## config.mk

```make
export PLATFORM = sky130hd
export DESIGN_NAME = ladder_boolean_evaluator
export DESIGN_NICKNAME = d
export VERILOG_FILES = /design/src/verilog/ladder_pkg.sv /design/src/verilog/ladder_boolean_evaluator.sv /design/src/verilog/contact_fetch.sv
export SDC_FILE = /design/constraint.sdc
export NUM_CORES = 1
export LEC_CHECK = 0
export BUFFER_PORTS_ARGS = -buffer_cell sky130_fd_sc_hd__buf_2
export CELL_PAD_IN_SITES_DETAIL_PLACEMENT = 1
export CELL_PAD_IN_SITES_GLOBAL_PLACEMENT = 2
export CORE_MARGIN = 4
export CORE_UTILIZATION = 28
export CTS_BUF_LIST = sky130_fd_sc_hd__clkbuf_4
export CTS_CLUSTER_SIZE = 30
export DETAILED_ROUTE_END_ITERATION = 12
export GPL_TIMING_DRIVEN = 0
export PLACE_DENSITY = 0.82
export SETUP_SLACK_MARGIN = 0.4
export SYNTH_ARGS = -nofsm -noshare
export SYNTH_HDL_FRONTEND = slang
export SYNTH_SLANG_ARGS = --single-unit
```

## constraint.sdc

```tcl
create_clock -name clk_sys -period 4.51 [get_ports clk_sys]
set_clock_uncertainty 0.1 [all_clocks]
set_input_delay 0.902 -clock clk_sys [delete_from_list [all_inputs] [get_ports clk_sys]]
set_output_delay 0.902 -clock clk_sys [all_outputs]
set_load 0.01 [all_outputs]
```

## src/verilog/ladder_pkg.sv

```systemverilog
package ladder_pkg;

  // ************************************************************
  // Geometry of the evaluator
  // ************************************************************
  localparam int STACK_DEPTH = 8;
  localparam int DEPTH_W = 4;
  localparam int ADDR_W = 12;
  localparam int WORD_W = 16;
  localparam int BIT_W = 4;
  localparam int BCD_W = 8;
  localparam logic [DEPTH_W-1:0] DEPTH_ZERO = 4'h0;
  localparam logic [DEPTH_W-1:0] DEPTH_ONE = 4'h1;
  localparam logic [DEPTH_W-1:0] DEPTH_TWO = 4'h2;
  localparam logic [DEPTH_W-1:0] DEPTH_FULL = 4'h8;
  localparam logic [3:0] BCD_TEN = 4'hA;
  localparam logic [BIT_W-1:0] BIT_MAX = 4'hF;

  // ************************************************************
  // Instruction set
  // ************************************************************
  typedef enum logic [3:0] {
    OP_NOP,
    OP_LOAD_CONTACT,
    OP_LOAD_INVERTED_CONTACT,
    OP_LOAD_WORD_BIT,
    OP_LOAD_INVERTED_WORD_BIT,
    OP_PARALLEL_CONTACT,
    OP_PARALLEL_INVERTED_CONTACT,
    OP_PARALLEL_WORD_BIT,
    OP_PARALLEL_INVERTED_WORD_BIT,
    OP_SERIES_CONTACT,
    OP_SERIES_INVERTED_CONTACT,
    OP_SERIES_WORD_BIT,
    OP_SERIES_INVERTED_WORD_BIT,
    OP_SERIES_BRANCH_COMBINE,
    OP_PARALLEL_BRANCH_COMBINE,
    OP_OUT
  } opcode_t;

  // One instruction: opcode, point or word address, BCD bit index
  typedef struct packed {
    opcode_t op;
    logic [ADDR_W-1:0] addr;
    logic [BCD_W-1:0] bit_bcd;
  } instr_t;

  // Error flags reported with each rejected instruction
  typedef struct packed {
    logic overflow;
    logic underflow;
    logic bad_bit;
  } fault_t;

endpackage : ladder_pkg

```

## src/verilog/ladder_boolean_evaluator.sv

```systemverilog
`timescale 1ns/1ns
// Operation
// - Load contact starts a new branch equal to the addressed point.
// - Inverted load starts a branch with the complement of the point.
// - Word-bit variants pick one BCD-indexed bit, 0 to 15, of a word.
// - Parallel contact ORs the rung result with the point.
// - Inverted parallel contact ORs the rung result with the complement.
// - Series contact ANDs the rung result with the point.
// - Inverted series contact ANDs the rung result with the complement.
// - Series branch combine ANDs the two newest branch results.
// - Parallel branch combine ORs the two newest branch results.
// - Output writes the current rung result to the addressed location.
// - Repeated outputs to one location: the last executed one wins.
// - Eight-level boolean stack; deeper rungs are rejected with an error.
// - Loads push on top and move older entries down one level.
module ladder_boolean_evaluator (
  input wire logic clk_sys,
  input wire logic reset_n,
  input wire logic scan_start,
  input wire logic instr_valid,
  input wire ladder_pkg::instr_t instr,
  output logic instr_ready,
  output ladder_pkg::instr_t operand_req,
  input wire logic point_state,
  input wire logic [ladder_pkg::WORD_W-1:0] word_data,
  output logic out_we,
  output logic [ladder_pkg::ADDR_W-1:0] out_addr,
  output logic out_word_mode,
  output logic [ladder_pkg::BIT_W-1:0] out_bit,
  output logic out_value,
  output logic fault_valid,
  output ladder_pkg::fault_t fault,
  output logic [ladder_pkg::DEPTH_W-1:0] stack_depth,
  output logic rung_result
);

  // ************************************************************
  // Decode
  // ************************************************************
  // Operands are looked up combinationally from the image this cycle,
  // so the instruction's address goes straight out to the image memory.
  // The image answers in the same cycle, so ready never drops;
  // a slower image would need a wait state here.
  ladder_pkg::opcode_t op;
  assign op = instr.op;
  assign operand_req = instr;
  assign instr_ready = 1'b1;

  // Opcode classes, one named wire per family
  wire logic is_load = (op == ladder_pkg::OP_LOAD_CONTACT) ||
    (op == ladder_pkg::OP_LOAD_INVERTED_CONTACT) ||
    (op == ladder_pkg::OP_LOAD_WORD_BIT) ||
    (op == ladder_pkg::OP_LOAD_INVERTED_WORD_BIT);
  wire logic is_par = (op == ladder_pkg::OP_PARALLEL_CONTACT) ||
    (op == ladder_pkg::OP_PARALLEL_INVERTED_CONTACT) ||
    (op == ladder_pkg::OP_PARALLEL_WORD_BIT) ||
    (op == ladder_pkg::OP_PARALLEL_INVERTED_WORD_BIT);
  wire logic is_ser = (op == ladder_pkg::OP_SERIES_CONTACT) ||
    (op == ladder_pkg::OP_SERIES_INVERTED_CONTACT) ||
    (op == ladder_pkg::OP_SERIES_WORD_BIT) ||
    (op == ladder_pkg::OP_SERIES_INVERTED_WORD_BIT);
  wire logic is_comb = (op == ladder_pkg::OP_SERIES_BRANCH_COMBINE) ||
    (op == ladder_pkg::OP_PARALLEL_BRANCH_COMBINE);
  // The output instruction, kept apart from the contact families
  wire logic is_out = (op == ladder_pkg::OP_OUT);
  // Word-bit variants read one bit of word_data instead of point_state
  wire logic word_mode = (op == ladder_pkg::OP_LOAD_WORD_BIT) ||
    (op == ladder_pkg::OP_LOAD_INVERTED_WORD_BIT) ||
    (op == ladder_pkg::OP_PARALLEL_WORD_BIT) ||
    (op == ladder_pkg::OP_PARALLEL_INVERTED_WORD_BIT) ||
    (op == ladder_pkg::OP_SERIES_WORD_BIT) ||
    (op == ladder_pkg::OP_SERIES_INVERTED_WORD_BIT);
  // Normally closed variants
  wire logic invert = (op == ladder_pkg::OP_LOAD_INVERTED_CONTACT) ||
    (op == ladder_pkg::OP_LOAD_INVERTED_WORD_BIT) ||
    (op == ladder_pkg::OP_PARALLEL_INVERTED_CONTACT) ||
    (op == ladder_pkg::OP_PARALLEL_INVERTED_WORD_BIT) ||
    (op == ladder_pkg::OP_SERIES_INVERTED_CONTACT) ||
    (op == ladder_pkg::OP_SERIES_INVERTED_WORD_BIT);

  // ************************************************************
  // Contact value
  // ************************************************************
  // Contact state after inversion, and the bit-index error
  logic contact;
  logic bit_bad;

  // BCD decode and inversion live in the fetch block
  contact_fetch u_fetch (
    .word_mode(word_mode),
    .point_state(point_state),
    .word_data(word_data),
    .bit_bcd(instr.bit_bcd),
    .invert(invert),
    .contact(contact),
    .bit_bad(bit_bad)
  );

  // ************************************************************
  // Boolean stack
  // ************************************************************
  // Entry 0 is the top; depth counts live entries
  // Levels below the depth hold zero, so a combine shifts a clean zero in
  logic [ladder_pkg::STACK_DEPTH-1:0] stack_q;
  logic [ladder_pkg::STACK_DEPTH-1:0] stack_d;
  logic [ladder_pkg::DEPTH_W-1:0] depth_q;
  logic [ladder_pkg::DEPTH_W-1:0] depth_d;

  // Error checks: a rejected instruction leaves the stack untouched.
  // Overflow guards the eight levels; underflow means the program did not
  // open enough branches first, which would otherwise read empty levels that hold zero.
  wire logic ovf = is_load && (depth_q == ladder_pkg::DEPTH_FULL);
  wire logic unf_one = (is_par || is_ser || is_out) && (depth_q == ladder_pkg::DEPTH_ZERO);
  wire logic unf_two = is_comb && (depth_q < ladder_pkg::DEPTH_TWO);
  wire logic bad = bit_bad && (is_load || is_par || is_ser);
  // Scan start wins: an instruction in that cycle changes nothing at all
  wire logic take = instr_valid && !scan_start;
  wire logic fire = take && !ovf && !unf_one && !unf_two && !bad;
  wire logic do_load = fire && is_load;
  wire logic do_par = fire && is_par;
  wire logic do_ser = fire && is_ser;
  wire logic do_comb = fire && is_comb;

  // Combine value from the two newest entries
  wire logic comb_val = (op == ladder_pkg::OP_SERIES_BRANCH_COMBINE) ?
    (stack_q[0] & stack_q[1]) :
    (stack_q[0] | stack_q[1]);

  // Per-level next value: push shifts down, combine shifts up
  genvar g;
  generate
    for (g = 0; g < ladder_pkg::STACK_DEPTH; g++) begin : g_lvl
      wire logic below = (g + 1 < ladder_pkg::STACK_DEPTH) ?
        stack_q[(g + 1) % ladder_pkg::STACK_DEPTH] : 1'b0;
      wire logic above = (g > 0) ? stack_q[(g + ladder_pkg::STACK_DEPTH - 1) %
        ladder_pkg::STACK_DEPTH] : 1'b0;
      // Level 0 takes the new contact or the combined value
      if (g == 0) begin : g_top
        assign stack_d[g] = do_load ? contact :
          do_par ? (stack_q[0] | contact) :
          do_ser ? (stack_q[0] & contact) :
          do_comb ? comb_val : stack_q[0];
      end else if (g == 1) begin : g_second
        assign stack_d[g] = do_load ? above : do_comb ? below : stack_q[g];
      end else begin : g_rest
        // Deeper levels only shift with the stack
        assign stack_d[g] = do_load ? above : do_comb ? below : stack_q[g];
      end
    end
  endgenerate

  // Depth bookkeeping
  // Depth never passes eight because an overflowing load is refused
  assign depth_d = do_load ? 4'(depth_q + ladder_pkg::DEPTH_ONE) :
    do_comb ? 4'(depth_q - ladder_pkg::DEPTH_ONE) : depth_q;

  // Scan start empties the stack for a fresh program pass
  // Reset and scan start share one clear; scan start wins over any
  // instruction presented in the same cycle.
  always_ff @(posedge clk_sys) begin
    if (!reset_n || scan_start) begin
      stack_q <= '0;
      depth_q <= ladder_pkg::DEPTH_ZERO;
    end else if (instr_valid) begin
      stack_q <= stack_d;
      depth_q <= depth_d;
    end
  end

  // ************************************************************
  // Output writes and faults
  // ************************************************************
  // Each write goes out in program order, so the last one to a place wins
  // Writes are not filtered by address: duplicates all go out in order.
  // A bit write is chosen by a nonzero index, so bit 0 of a word cannot
  // be targeted by an output; plain point writes use index 00.
  wire logic do_out = fire && is_out;
  // Binary bit index for a bit write; only the low bit of the tens digit counts, worth ten.
  // An index over 15 is not refused here and simply wraps.
  wire logic [ladder_pkg::BIT_W-1:0] out_bit_d = 4'(instr.bit_bcd[3:0] +
    (instr.bit_bcd[4] ? ladder_pkg::BCD_TEN : 4'h0));

  always_ff @(posedge clk_sys) begin
    if (!reset_n) begin
      out_we <= 1'b0;
      out_addr <= '0;
      out_word_mode <= 1'b0;
      out_bit <= '0;
      out_value <= 1'b0;
    end else begin
      out_we <= do_out && !scan_start;
      if (do_out) begin
        out_addr <= instr.addr;
        out_word_mode <= instr.bit_bcd != '0;
        out_bit <= out_bit_d;
        out_value <= stack_q[0];
      end
    end
  end

  // Fault pulse for one cycle per rejected instruction
  // Fields refresh every cycle and mean something only with fault_valid
  always_ff @(posedge clk_sys) begin
    if (!reset_n) begin
      fault_valid <= 1'b0;
      fault <= '0;
    end else begin
      fault_valid <= instr_valid && !fire && !scan_start;
      fault.overflow <= ovf;
      fault.underflow <= unf_one || unf_two;
      fault.bad_bit <= bad;
    end
  end

  // Status for the program sequencer
  assign stack_depth = depth_q;
  assign rung_result = stack_q[0];

endmodule : ladder_boolean_evaluator

```

## src/verilog/contact_fetch.sv

```systemverilog
`timescale 1ns/1ns
// ************************************************************
// Contact operand selection
// ************************************************************
module contact_fetch (
  input wire logic word_mode,
  input wire logic point_state,
  input wire logic [ladder_pkg::WORD_W-1:0] word_data,
  input wire logic [ladder_pkg::BCD_W-1:0] bit_bcd,
  input wire logic invert,
  output logic contact,
  output logic bit_bad
);

  // BCD digits to a binary index; any digit over nine or value over 15 is bad
  wire logic [3:0] units = bit_bcd[3:0];
  wire logic [3:0] tens = bit_bcd[7:4];
  wire logic digit_bad = (units >= ladder_pkg::BCD_TEN) || (tens > 4'h1);
  wire logic [ladder_pkg::BIT_W-1:0] bit_idx = (tens == 4'h1) ? 4'(units + 4'hA) : units;
  wire logic range_bad = (tens == 4'h1) && (units > 4'h5);
  wire logic sel_bit = word_data[bit_idx];
  wire logic raw = word_mode ? sel_bit : point_state;

  // Inverted variants act as a normally closed contact
  assign contact = raw ^ invert;
  assign bit_bad = word_mode && (digit_bad || range_bad);

endmodule : contact_fetch

```

== Yosys cells after proc, flatten, opt, wreduce, memory -nomap -nowiden ==
Index checks and enable logic that the tools add are counted.
Word-level totals
  bits in registers: 35
  bits of input ports: 45
  output and inout port bits: 53
Operators by class
  add/sub/neg operators: 4
  order comparisons: 5
  eq/ne operators: 17
  mux-type cells: 26
  bitwise logic cells: 5
  reduce and logical (&&, ||, !) cells: 60
Operators with widths (count)
  $eq 4x4->1 const B: 9
  $logic_or 1x1->1: 28
  $mux 1: 21
  $logic_and 1x1->1: 19
  $eq 4x3->1 const B: 4
  $mux 4: 4
  $eq 4x1->1 const B: 2
  $eq 4x2->1 const B: 2
  $reduce_bool 8->1: 1
  $logic_not 1->1: 7
  $lt 4x5->1 const B: 1
  $add 4x1->4 const B: 1
  $add 4x4->4: 1
  $add 4x4->4 const B: 1
  $bmux 1 s4: 1
  $ge 4x4->1 const B: 1
  $gt 4x1->1 const B: 1
  $gt 4x3->1 const B: 1
  $logic_not 4->1: 1
  $lt 4x2->1 const B: 1
  $reduce_and 2->1: 2
  $reduce_bool 4->1: 1
  $sub 4x1->4 const B: 1
  $and 1x1->1: 2
  other kinds (3): 4

== Logic depth before layout (Yosys ltp) ==
  depth in word-level cells: 16
  depth in mapped cells: 12

== Hierarchy ==
From an unflattened synthesis, not the netlist that was laid out.
Second synthesis, totals
  cell total of the unflattened synthesis: 279
  area total of the unflattened synthesis: 2449.8 µm²
By module, submodules not included
  ladder_boolean_evaluator: instances 1, cells each 207, area an instance 1944.4 µm², sequential area each 700.7 µm²
  contact_fetch: instances 1, cells each 72, area an instance 505.5 µm², sequential area each 0.0 µm²

== Worst setup path before layout ==
OpenSTA, ideal clock, no wires.
  kind: input-to-reg
  start point: input instr[22] (netlist bit)
  end point: register depth_q, in the netlist stack_depth[3]
  setup time: 0.116 ns
  arrival: 3.422 ns
  required time: 4.294 ns
  slack: 0.873 ns
  stages: 12
  cell sequence: clkbuf_1 > o21ai_1 > nor4b_1 > or3b_1 > or4b_1 > buf_2 > ha_1 > a21o_1 > a21oi_1 > xnor2_1 > a211oi_1 > a31o_1
On the way
  cells in the longest elaborated chain, start to end: 14
Ends and longest elaborated chain
  start: declaration: RTL line ladder_boolean_evaluator.sv:21  | input wire ladder_pkg::instr_t instr,
  $eq 4x3->1, or another cell as far along: RTL line ladder_boolean_evaluator.sv:54  | wire logic is_par = (op == ladder_pkg::OP_PARALLEL_CONTACT) ||
  $logic_or 1x1->1, on equally long branches: RTL line ladder_boolean_evaluator.sv:54, ladder_boolean_evaluator.sv:58
  $logic_or 1x1->1, on equally long branches: RTL line ladder_boolean_evaluator.sv:55, ladder_boolean_evaluator.sv:59
  $logic_or 1x1->1, on equally long branches: RTL line ladder_boolean_evaluator.sv:56, ladder_boolean_evaluator.sv:60
  $logic_or 1x1->1 (2 in series): RTL line ladder_boolean_evaluator.sv:113  | wire logic unf_one = (is_par || is_ser || is_out) && (depth_q == ladder_pkg::DEPTH_ZERO);
  $logic_and 1x1->1: RTL line ladder_boolean_evaluator.sv:113
  $logic_not 1->1: RTL line ladder_boolean_evaluator.sv:118  | wire logic fire = take && !ovf && !unf_one && !unf_two && !bad;
  $logic_and 1x1->1 (3 in series): RTL line ladder_boolean_evaluator.sv:118
  $logic_and 1x1->1, on equally long branches: RTL line ladder_boolean_evaluator.sv:119, ladder_boolean_evaluator.sv:122
  $reduce_bool 2->1 (no source line)
  $reduce_and 2->1 (no source line)
  end signal: assignment: RTL line ladder_boolean_evaluator.sv:163  | depth_q <= ladder_pkg::DEPTH_ZERO;
  end signal: assignment: RTL line ladder_boolean_evaluator.sv:166  | depth_q <= depth_d;
  end: declaration: RTL line ladder_boolean_evaluator.sv:106  | logic [ladder_pkg::DEPTH_W-1:0] depth_q;
Parallel ways exist; a longest one is shown, timed or not.
A chain may end at the register's enable or synchronous reset.

== Worst setup path in the final report ==
  start point: input instr[23] (netlist bit)
  end point: register depth_q, in the netlist stack_depth[3]
The elaborated chain is that of the path after synthesis.

==> results.md <==
* Status: finished clean
* Required time worst endpoint at 4640 ps
* Yosys reg bits at 35
* Vias in the first global route at approximately 2400
* Total negative setup slack at 0 ps
* Type of origin of the critical path: input pin
* Final setup fails at 0
* Hold slack at approximately 400 ps
* Core area at 8220 µm²
* Number of fill cells at ~1000
* Max-capacitance violation count at 0
* Hold Crit Class: flop to flop
* Crit-path cells: buf_2, clkbuf_1, and2_1, o22ai_1, o211a_1, or4b_1, buf_2, ha_1, a21o_1, a21oi_1, xnor2_1, a211oi_1, a31o_1
* Global-route wire length before repair at 11.4 mm
* Most frequent cell after synthesis: dfxtp_1
* Initial DRC Count at 22
* Post-synthesis sequential area ratio at 0.296
* Ys flop type: dfxtp_1
* Drt via density at between 4 and 5
* Gr usage total at 0.137
* Total clock sinks at 35
* Layout net count at between 400 and 500
* Pwr dens at 204 nW/µm²
* Die area at 10000 µm²
* Worst rel slew slack at 0.565
* CP delay by family, top: compound AO/OA/AOI/OAI gates
* Asr flop ratio synth at 0
* Slowest cell on crit path: or4b_1
* Die H at ~100 µm
* Post-synth top area cell: dfxtp_1
* Share of layout cells above drive strength 1 at 0.376
* Top post-synthesis cells by area: dfxtp_1 (30%), mux2i_1 (11%), buf_4 (7.9%), nor2b_1 (4.8%), nor3_1 (4.2%)
* CP max stage delay at a little over 500 ps
* Antenna Diode Count at 0
* CTS tree: built
* Crit Path Class: input pin to flop
* Largest net degree at the start of global routing at 11
* Layout area overhead at 27.1%
* Port bufs at between 90 and 100
* Internal power at roughly 440 µW
* Worst Path Buf+Inv at 3
* Grt total ovfl at 0
* Initial antenna violation count at 0
* Synthesized instance count at between 200 and 300
* Sequential power share at 0.511
* Cell repeated most along the worst path: buf_2
* Antenna viol nets, final at 0
* Final Max Slew Viols at 0
* Ys Warns at 0
* Routed WL per cell at about 15 µm
* Arr. time, crit path at 3720 ps
* Worst-Margin Slew at 651 ps
* Routed WL at about 7.0 mm
* Root buf cell: clkbuf_4
* Die width at between 90 and 100 µm
* Final hold violation count at 0
* Syn nets at between 300 and 400
* Hold Buf Count CTS at 0
* Routed vias at 2357
* Crit. End Element: flop
* Detail Placement HPWL at roughly 5.6 mm
* Worst VDD drop at around 0.00016 V
* Clock power share at 0.256
* Max frequency at 279 MHz
* Fin crit share at 0.795
* CTS Buf Count at 5
* Post-synthesis cell type count at 53
* CTS resizes at 0
* Top cells by count, synth: dfxtp_1 (35), mux2i_1 (27), buf_4 (25)
* Yosys top cell area share at 0.296
* Starting density of the core at 0.288
* Register area at between 700 and 800 µm²
* RSZ-0062 raised after global routing: false
* Share of total power in combinational logic at 0.234
* Number of flops mapped to enable cells by yosys at 0
* Switching Fraction at 0.290
* Final Non-Filler Cells at 480
* Cell Area, Synth at 2370 µm²
* # H-tree levels at 2
* Multi-input gate area at approximately 1400 µm²
* Worst-path fanout max at 10
* DRT Pass-1 Iters at 4
* Placed Cells at ~470
* Clock Path Buffers at 2
* Clock transition at path regs at ~100 ps
* Minimum clock period after layout at ~3600 ps
* Number of core rows at 33
* Syn_area_per_cell at approximately 8.6 µm²
* Post-CTS Setup Inserts at 0
* Gpl congestion at just over 0.8
* Sw power at 178 µW
* # IOs at 98
* Clk Latency, worst-skew pair at 320 ps
* DRC at 0
* LEAKAGE at 1.46 nW
## power by group through the flow
| stage | sequential (mW) | combinational [mW] | clock, mW |
|---|---|---|---|
| 3_3_place_gp | 0.321 | 0.142 | 0 |
| 3_5_place_dp | 0.321 | 0.145 | 0 |
| 2_1_floorplan | 0.322 | 0.0861 | 0 |
| 5_1_grt | 0.314 | 0.158 | 0.176 |
| 4_1_cts | 0.314 | 0.145 | 0.162 |
| 6_report | 0.313 | 0.143 | 0.157 |
## worst paths after layout
path	from	end	slack, ps	cells after the start
min	stack_q[7]	stack_q[7]	400	2
max reg2reg	stack_depth[0]	stack_depth[3]	1180	11
max	instr[23]	stack_depth[3]	930	13
min reg2reg	stack_q[7]	stack_q[7]	400	2
## area by class of cell
type                       instances  share of cell area
sequential                        35               0.233
buffer                            42              0.0893
timing repair buffer              93               0.154
tap                              105              0.0436
clock buffer                       5              0.0125
multi-input combinational        197               0.463
inverter                           1             0.00125
clock inverter                     2             0.00291
## per-layer routing
| metal | vias up | track usage | routed length (µm) |
|---|---|---|---|
| met4 | 0 | 0.0197 | 35 |
| met2 | 56 | 0.251 | 3520 |
| met1 | 1125 | 0.165 | 3050 |
| li1 | 1170 | - | - |
| met3 | 6 | 0.0334 | 378 |
| met5 | - | 0 | 0 |
## registers in the layout (all words and copies together), names as in the netlist
name,flops
out_addr,12
stack_q,8
out_bit,4
stack_depth,4
fault,3
fault_valid,1
out_value,1
out_we,1
out_word_mode,1
## cell families (layout without fill, tap and decap cells)
family	count (synthesis)	after routing	synth area share
muxes	28	28	0.124
xor gates and xnor gates	8	8	0.0296
and+or+nand+nor	118	118	0.292
adders and majority gates	6	6	0.0348
AOI/OAI and AO/OA	36	36	0.108
DFF	35	35	0.296
other	1	1	0.00158
buffers and inverters	43	143	0.115
## cells in the final DEF, fill, tap and decap left out, types with 2 or more instances in the layout
cell type    n
buf_2      101
dfxtp_1     35
mux2i_1     27
buf_4       25
nor3_1      20
nor2_1      19
nor2b_1     18
nand2_1     13
a211oi_1    10
clkbuf_1     7
nand3_1      7
xnor2_1      7
nor4_1       7
a21oi_1      6
nand2b_1     6
ha_1         5
clkbuf_4     5
and2_1       4
or4_1        4
o21ai_0      3
or4b_1       3
a311oi_1     3
and3_1       3
nand3b_1     2
o21ai_1      2
nor3b_1      2
nor3_2       2
## worst reg2reg max path, delay by kind of cell (launching register included)
family | cells | cell delay [ps]
buf+inv | 1 | 250
fa+ha+maj | 1 | 280
flops | 1 | 400
xor+xnor | 1 | 160
simple gates | 4 | 1380
compound gates | 4 | 640
## per-stage QoR
stage	util	setup WS, ps	power (mW)	area, µm²
finish	0.367	925	0.614	3010
global route	0.367	740	0.648	3010
CTS	0.367	897	0.621	3010
detailed placement	0.361	544	0.465	2970
global placement	0.361	611	0.462	2970
floorplan	-	873	0.408	2370
No activity file was read; power rests on OpenSTA's default activity.
